`src/rtl/iphy_pkg.sv`:
```
// package for the indirect phy register access engine
package iphy_pkg;

  localparam int unsigned ADDR_W = 12;
  localparam int unsigned DATA_W = 32;
  localparam int unsigned PHY_DATA_W = 16;

  // register byte offsets
  localparam logic [11:0] OFF_ACCESS_DATA = 12'h0_0a4;
  localparam logic [11:0] OFF_ACCESS_CTRL = 12'h0_0a8;

  // access control field positions
  localparam int unsigned CTRL_ADDR_LSB  = 11;
  localparam int unsigned CTRL_INDEX_LSB = 6;
  localparam int unsigned CTRL_WNR_BIT   = 1;
  localparam int unsigned CTRL_BUSY_BIT  = 0;

  // reset values
  localparam logic [4:0]  RST_PHY_ADDR  = 5'h00;
  localparam logic [4:0]  RST_PHY_INDEX = 5'h00;
  localparam logic        RST_WNR       = 1'b0;
  localparam logic [15:0] RST_DATA      = 16'h0000;

  // management cycle timing: mdc divider and frame length
  localparam int unsigned MDC_DIV     = 10;
  localparam int unsigned FRAME_BITS  = 64;

  typedef struct packed {
    logic        wnr;
    logic [4:0]  phy_addr;
    logic [4:0]  reg_index;
    logic [15:0] wdata;
  } iphy_req_s;

  typedef struct packed {
    logic        done;
    logic [15:0] rdata;
  } iphy_rsp_s;

endpackage

```
`src/rtl/iphy_mgmt_engine.sv`:
```
// clause 22 management frame engine toward the internal phys
`timescale 1ns/10ps
module iphy_mgmt_engine #(
  parameter int unsigned DIV = 10
) (
  input  wire logic              clk_i,
  input  wire logic              rst_b_i,
  input  wire logic              start_i,
  input  iphy_pkg::iphy_req_s    req_i,
  output iphy_pkg::iphy_rsp_s    rsp_o,
  output logic                   mdc_o,
  output logic                   mdio_o,
  output logic                   mdio_oe_o,
  input  wire logic              mdio_i
);
  import iphy_pkg::*;

  // half period must outlast the two-flop input synchroniser
  if (DIV < 3 || DIV > 256) begin : g_bad_div
    $error("DIV must be between 3 and 256");
  end

  typedef enum logic [1:0] {ST_IDLE, ST_RUN, ST_DONE} iphy_eng_e;

  iphy_eng_e   state_q;
  logic [7:0]  div_q;
  logic        tick;
  logic [6:0]  bit_q;
  logic [63:0] shift_q;
  logic [15:0] rd_q;
  logic        mdc_q;
  logic        in_s1_q;
  logic        in_s2_q;

  assign tick = (div_q == 8'(DIV - 1));

  always_ff @(posedge clk_i) begin
    if (!rst_b_i || state_q != ST_RUN || tick) begin
      div_q <= 8'h00;
    end else begin
      div_q <= div_q + 8'h01;
    end
  end

  always_ff @(posedge clk_i) begin
    if (!rst_b_i) begin
      in_s1_q <= 1'b0;
      in_s2_q <= 1'b0;
    end else begin
      in_s1_q <= mdio_i;
      in_s2_q <= in_s1_q;
    end
  end

  always_ff @(posedge clk_i) begin
    if (!rst_b_i) begin
      state_q <= ST_IDLE;
      bit_q   <= 7'h00;
      shift_q <= 64'h0000_0000_0000_0000;
      rd_q    <= 16'h0000;
      mdc_q   <= 1'b0;
    end else begin
      case (state_q)
        ST_IDLE: begin
          mdc_q <= 1'b0;
          if (start_i) begin
            // preamble, start, opcode, address, index, turnaround, data
            shift_q <= {32'hffff_ffff, 2'b01, req_i.wnr ? 2'b01 : 2'b10,
                        req_i.phy_addr, req_i.reg_index, 2'b10, req_i.wdata};
            bit_q   <= 7'h00;
            state_q <= ST_RUN;
          end
        end
        ST_RUN: begin
          if (tick) begin
            mdc_q <= ~mdc_q;
            if (mdc_q) begin
              shift_q <= {shift_q[62:0], 1'b0};
              bit_q   <= bit_q + 7'h01;
              if (bit_q >= 7'd48) begin
                rd_q <= {rd_q[14:0], in_s2_q};
              end
              if (bit_q == 7'(FRAME_BITS - 1)) begin
                state_q <= ST_DONE;
              end
            end
          end
        end
        ST_DONE: begin
          mdc_q   <= 1'b0;
          state_q <= ST_IDLE;
        end
        default: state_q <= ST_IDLE;
      endcase
    end
  end

  assign mdc_o      = mdc_q;
  assign mdio_o     = shift_q[63];
  assign mdio_oe_o  = (state_q == ST_RUN) && (req_i.wnr || bit_q < 7'd46);
  assign rsp_o.done  = (state_q == ST_DONE);
  assign rsp_o.rdata = rd_q;

endmodule

```
`src/rtl/iphy_access.sv`:
```
// indirect phy register access: control and data registers over a plain port
// Notes on behaviour
// each write of the control register starts one management cycle; a write made while a cycle runs starts none
// phy address at control bits 15:11, read/write, resets to zero
// register index at control bits 10:6, read/write, resets to zero
// direction bit 1: one writes data register to phy, zero reads
// busy bit 0 read only, set on control write, held during access
// busy clears itself once the phy access has finished
// software polls busy clear before writing data or control
// software keeps data unchanged during a write until busy clears
// read data loaded into data register before busy clears
// only real phys reachable, virtual phy never addressed here
// data bits 15:0; read shows phy data or last software write
// after reset busy is zero and no cycle runs
// control bits 31:16 and 5:2 read zero, writes ignored
//
// The plain strobed port was left to the implementer.
`timescale 1ns/10ps
module iphy_access #(
  parameter int unsigned MDC_DIV = iphy_pkg::MDC_DIV
) (
  input  wire logic                          CLK_I,
  input  wire logic                          RST_B_I,
  input  wire logic [iphy_pkg::ADDR_W-1:0]   ADDR_I,
  input  wire logic [iphy_pkg::DATA_W-1:0]   WDATA_I,
  input  wire logic                          WR_I,
  input  wire logic                          RD_I,
  output logic      [iphy_pkg::DATA_W-1:0]   RDATA_O,
  output logic                               MDC_O,
  output logic                               MDIO_O,
  output logic                               MDIO_OE_O,
  input  wire logic                          MDIO_I
);
  import iphy_pkg::*;

  // read sampling needs a half period longer than the synchroniser
  if (MDC_DIV < 3 || MDC_DIV > 255) begin : g_bad_div
    $error("MDC_DIV out of range");
  end

  //////////////////////////////////////////////////////////////////////////////
  // registers

  logic [4:0]  phy_addr_q;
  logic [4:0]  reg_index_q;
  logic        wnr_q;
  logic        busy_q;
  logic [15:0] sw_data_q;
  logic [15:0] phy_data_q;
  logic        start_q;
  logic [31:0] rdata_q;
  logic        wr_ctrl;
  logic        wr_data;
  iphy_req_s   req;
  iphy_rsp_s   rsp;

  assign wr_ctrl = WR_I && (ADDR_I == OFF_ACCESS_CTRL);
  assign wr_data = WR_I && (ADDR_I == OFF_ACCESS_DATA);

  // control fields
  always_ff @(posedge CLK_I) begin
    if (!RST_B_I) begin
      phy_addr_q  <= RST_PHY_ADDR;
      reg_index_q <= RST_PHY_INDEX;
      wnr_q       <= RST_WNR;
    end else if (wr_ctrl) begin
      phy_addr_q  <= WDATA_I[CTRL_ADDR_LSB +: 5];
      reg_index_q <= WDATA_I[CTRL_INDEX_LSB +: 5];
      wnr_q       <= WDATA_I[CTRL_WNR_BIT];
    end
  end

  // start pulse
  always_ff @(posedge CLK_I) begin
    if (!RST_B_I) begin
      start_q <= 1'b0;
    end else begin
      start_q <= wr_ctrl;
    end
  end

  // busy flag
  always_ff @(posedge CLK_I) begin
    if (!RST_B_I) begin
      busy_q <= 1'b0;
    end else if (wr_ctrl) begin
      busy_q <= 1'b1;
    end else if (rsp.done && !start_q) begin
      busy_q <= 1'b0;
    end
  end

  // software data
  always_ff @(posedge CLK_I) begin
    if (!RST_B_I) begin
      sw_data_q <= RST_DATA;
    end else if (wr_data) begin
      sw_data_q <= WDATA_I[15:0];
    end
  end

  // load returned data
  always_ff @(posedge CLK_I) begin
    if (!RST_B_I) begin
      phy_data_q <= RST_DATA;
    end else if (rsp.done && !wnr_q) begin
      phy_data_q <= rsp.rdata;
    end
  end

  //////////////////////////////////////////////////////////////////////////////
  // read port

  // read mux
  always_ff @(posedge CLK_I) begin
    if (!RST_B_I) begin
      rdata_q <= 32'h0000_0000;
    end else if (RD_I && ADDR_I == OFF_ACCESS_CTRL) begin
      rdata_q <= {16'h0000, phy_addr_q, reg_index_q, 4'h0, wnr_q, busy_q};
    end else if (RD_I && ADDR_I == OFF_ACCESS_DATA) begin
      rdata_q <= {16'h0000, wnr_q ? sw_data_q : phy_data_q};
    end else begin
      rdata_q <= 32'h0000_0000;
    end
  end

  assign RDATA_O = rdata_q;

  //////////////////////////////////////////////////////////////////////////////
  // engine

  // physical phy bus only
  assign req.wnr       = wnr_q;
  assign req.phy_addr  = phy_addr_q;
  assign req.reg_index = reg_index_q;
  assign req.wdata     = sw_data_q;

  iphy_mgmt_engine #(
    .DIV (MDC_DIV)
  ) u_engine (
    .clk_i     (CLK_I),
    .rst_b_i   (RST_B_I),
    .start_i   (start_q),
    .req_i     (req),
    .rsp_o     (rsp),
    .mdc_o     (MDC_O),
    .mdio_o    (MDIO_O),
    .mdio_oe_o (MDIO_OE_O),
    .mdio_i    (MDIO_I)
  );

endmodule

```
`config.mk`:
```
export PLATFORM = sky130hd
export DESIGN_NAME = iphy_access
export DESIGN_NICKNAME = d
export VERILOG_FILES = /design/src/rtl/iphy_pkg.sv /design/src/rtl/iphy_mgmt_engine.sv /design/src/rtl/iphy_access.sv
export SDC_FILE = /design/constraint.sdc
export NUM_CORES = 1
export LEC_CHECK = 0
export BUFFER_PORTS_ARGS = -buffer_cell sky130_fd_sc_hd__buf_2
export CAP_MARGIN = 20
export CORE_MARGIN = 2
export CORE_UTILIZATION = 30
export DETAILED_ROUTE_END_ITERATION = 7
export GPL_ROUTABILITY_DRIVEN = 0
export PLACE_DENSITY = 0.59
export SETUP_SLACK_MARGIN = 0.4
export SKIP_CTS_REPAIR_TIMING = 1
export SLEW_MARGIN = 20
export SYNTH_ARGS = -nofsm -noshare
export SYNTH_HDL_FRONTEND = slang
export SYNTH_SLANG_ARGS = --single-unit
```
`constraint.sdc`:
```
create_clock -name CLK_I -period 2.7 [get_ports CLK_I]
set_input_delay 0.135 -clock CLK_I [delete_from_list [all_inputs] [get_ports CLK_I]]
set_output_delay 0.135 -clock CLK_I [all_outputs]
set_load 0.03 [all_outputs]
```
==> qor.txt <==
power density cells: 664 mW/mm^2
worst r2r src: u_engine.div_q[0]
crit path DAT: 2.50 ns
Hold Violations, Final: 2
CTS Buf Count: 17
Overall Global Routing Usage: 12.6%
share of cells above drive strength 1: 17.1%
most frequent cells in the layout: dfxtp_1, mux2i_1, nor2_1
post-layout min period: 2.16 ns
DIE WIDTH: 150 um
Setup-failing EPs final: 0
CP Class: reg -> reg
H-Tree Level Count: 4
die height: 150 um
Yosys warnings: 0
Area contributors post-synth: dfxtp_1, mux2i_1, o221a_1
Iteration-0 DRC Markers: 236
FF+latch count, synth: 161
Post-Synthesis Cells: 620
Port-buffer cells: 51
largest net degree at the start of global routing: 69
LEAKAGE: 2.68 nW
Synth area leader: dfxtp_1
setup_tns: 0 ns
post-route ant nets: 0
nets: 722
sinks on the clock net: 161
commonest non-fill, non-tap cell in the layout: dfxtp_1
dpl hpwl: 8.61 mm
insertion delay to the later sink of the worst-skew pair: 0.42 ns
average wire per standard cell: 14.2 um
Max Fclk: 463 MHz
maximum VDD drop: 0.000419 V
FP Rows: 53
Layout area overhead: 19.3%
CP Capture Type: flip-flop
total gr overflow: 0
Slew HR: 57.0%
fin util: 36.3%
Die ar.: 0.0224 sq mm
clk slew on worst S/H paths: 0.07 ns
Final Max Slew Viols: 0
vias per inst: 4.73
Yosys cell types: 56
ys async rst share: 0%
TritonCTS clock tree: done
root buffer cell: clkbuf_16
FILL cells: 2109
Residual DRC: 0
Setup crit start: u_engine.div_q[0]
Worst Path Max Fanout: 16
post-route clock skew: 0.0120 ns
global-route wire length before repair: 22.2 mm
number of global-route vias before repair: 4156
CP Data Required Time: 3.04 ns
post-synthesis sequential area ratio: 50.7%
post-synth top area share: 50.7%
DR pass1 iterations: 4
antenna violations before repair: 0
Hold Startpoint: WDATA_I[15]
failing checks: negative hold slack
worst hold path class: in -> reg
initial core utilization: 30.5%
Syn Std Cell Area: 0.00636 sq mm
Max Root-Sink Buffers: 2
max-cap violations: 0
Core Area: 0.0209 sq mm
I/O Pins: 84
worst slew pin tran: 0.645 ns
Ant. Diodes: 0
Post-synth EDFFs: 0
Mapped Avg Cell Area: 10.3 sq um
ys flop type: dfxtp_1
DR vias: 4534
worst hold slack: -0.0109 ns
CP Launch Type: flip-flop
final critical-path share of the clock period: 80.1%
status: complete, but fails checks
final wirelength: 13.6 mm
RSZ-0062 raised after global routing: no
critical path, stage by stage, from the launching register on:
cell,delay (ns)
dfxtp_1,0.37
ha_1,0.16
or4b_4,0.52
or3_4,0.44
nor2_8,0.35
mux2i_1,0.23
power by group:
part / leakage, nW / switching, W / total (W) / internal (W)
sequential: 1.30 / 0.000000449 / 0.00238 / 0.00238
combinational: 1.09 / 0.0000839 / 0.000123 / 0.0000390
clock: 0.300 / 0.00103 / 0.00254 / 0.00151
total: 2.68 / 0.00112 / 0.00504 / 0.00392
Yosys cell counts, types with 2 or more instances:
cell	n
a32o_1	3
and3_1	3
and3b_1	2
nand2b_1	2
buf_6	5
o211ai_1	2
o221a_2	6
o21a_1	4
nor3_1	7
nand3b_1	3
o221a_1	28
o21ai_0	4
dfxtp_1	161
nand4_1	4
a21oi_1	22
o2bb2ai_1	11
a211oi_1	26
buf_2	10
nor4_1	2
clkbuf_1	25
mux2i_1	84
nor2b_1	2
a21boi_0	3
xor2_1	3
xnor2_1	4
nand3_1	5
inv_1	6
buf_4	19
or3_1	2
and2_1	4
ha_1	3
nor2_1	71
buf_1	5
nand2_1	57
path summary, 6_finish.rpt:
path                             to  slack [ns]  cells after the start
hold reg to reg       phy_data_q[0]        0.45                      2
setup / recovery  u_engine.rd_q[11]        0.54                      5
hold / removal        phy_addr_q[4]       -0.01                      3
setup reg to reg  u_engine.rd_q[11]        0.54                      5
layer usage:
| layer | routed length, um | up-vias | global-route usage (%) |
|---|---|---|---|
| li1 | - | 2295 | - |
| met1 | 6660 | 2176 | 17.4 |
| met2 | 6530 | 57 | 19.4 |
| met3 | 307 | 6 | 3.38 |
| met4 | 121 | 0 | 3.48 |
| met5 | 0 | - | 0 |
cell families after synthesis:
logic type | synth area share (%)
multiplexers | 13.4
flip-flops | 50.7
AND/OR/NAND/NOR | 12.6
other | 0.0590
adder cells (fa/ha/maj) | 0.590
buffers and inverters | 6.04
AO/OA/AOI/OAI | 15.7
XOR/XNOR | 0.964
final cells by class:
type                            instances  area (sq um)  area share (%)
Inverter                                6          22.5           0.297
Timing Repair Buffer                   80           554            7.30
Sequential cell                       161          3220            42.5
Multi-Input combinational cell        404          2830            37.3
Clock buffer                           20           447            5.89
Tap cell                              275           344            4.53
Clock inverter                         12           169            2.23
metrics by stage:
step | setup slack, ns | std cells | cell area (sq um) | hold WS (ns) | total power (W)
after CTS | 0.304 | 945 | 7440 | -0.0910 | 0.00509
final | 0.538 | 958 | 7590 | -0.0109 | 0.00504
after global placement | 0.375 | 913 | 6830 | 0.348 | 0.00254
after floorplan | 0.595 | 635 | 6420 | 0.255 | 0.00251
after detailed placement | 0.343 | 913 | 6830 | 0.351 | 0.00254
after global routing | 0.427 | 958 | 7590 | 0.00211 | 0.00522
registers in the layout, indices dropped and copies added, names as in the netlist:
signal and count:
u_engine.bit_q 7, u_engine.in_s2_q 1, wnr_q 1, u_engine.shift_q 64, u_engine.rd_q 16, RDATA_O 16, reg_index_q 5, sw_data_q 16
u_engine.mdc_o 1, busy_q 1, phy_data_q 16, start_q 1, phy_addr_q 5, u_engine.div_q 8, u_engine.in_s1_q 1, u_engine.state_q 2
Note: power is estimated with default switching activity, not from simulation.
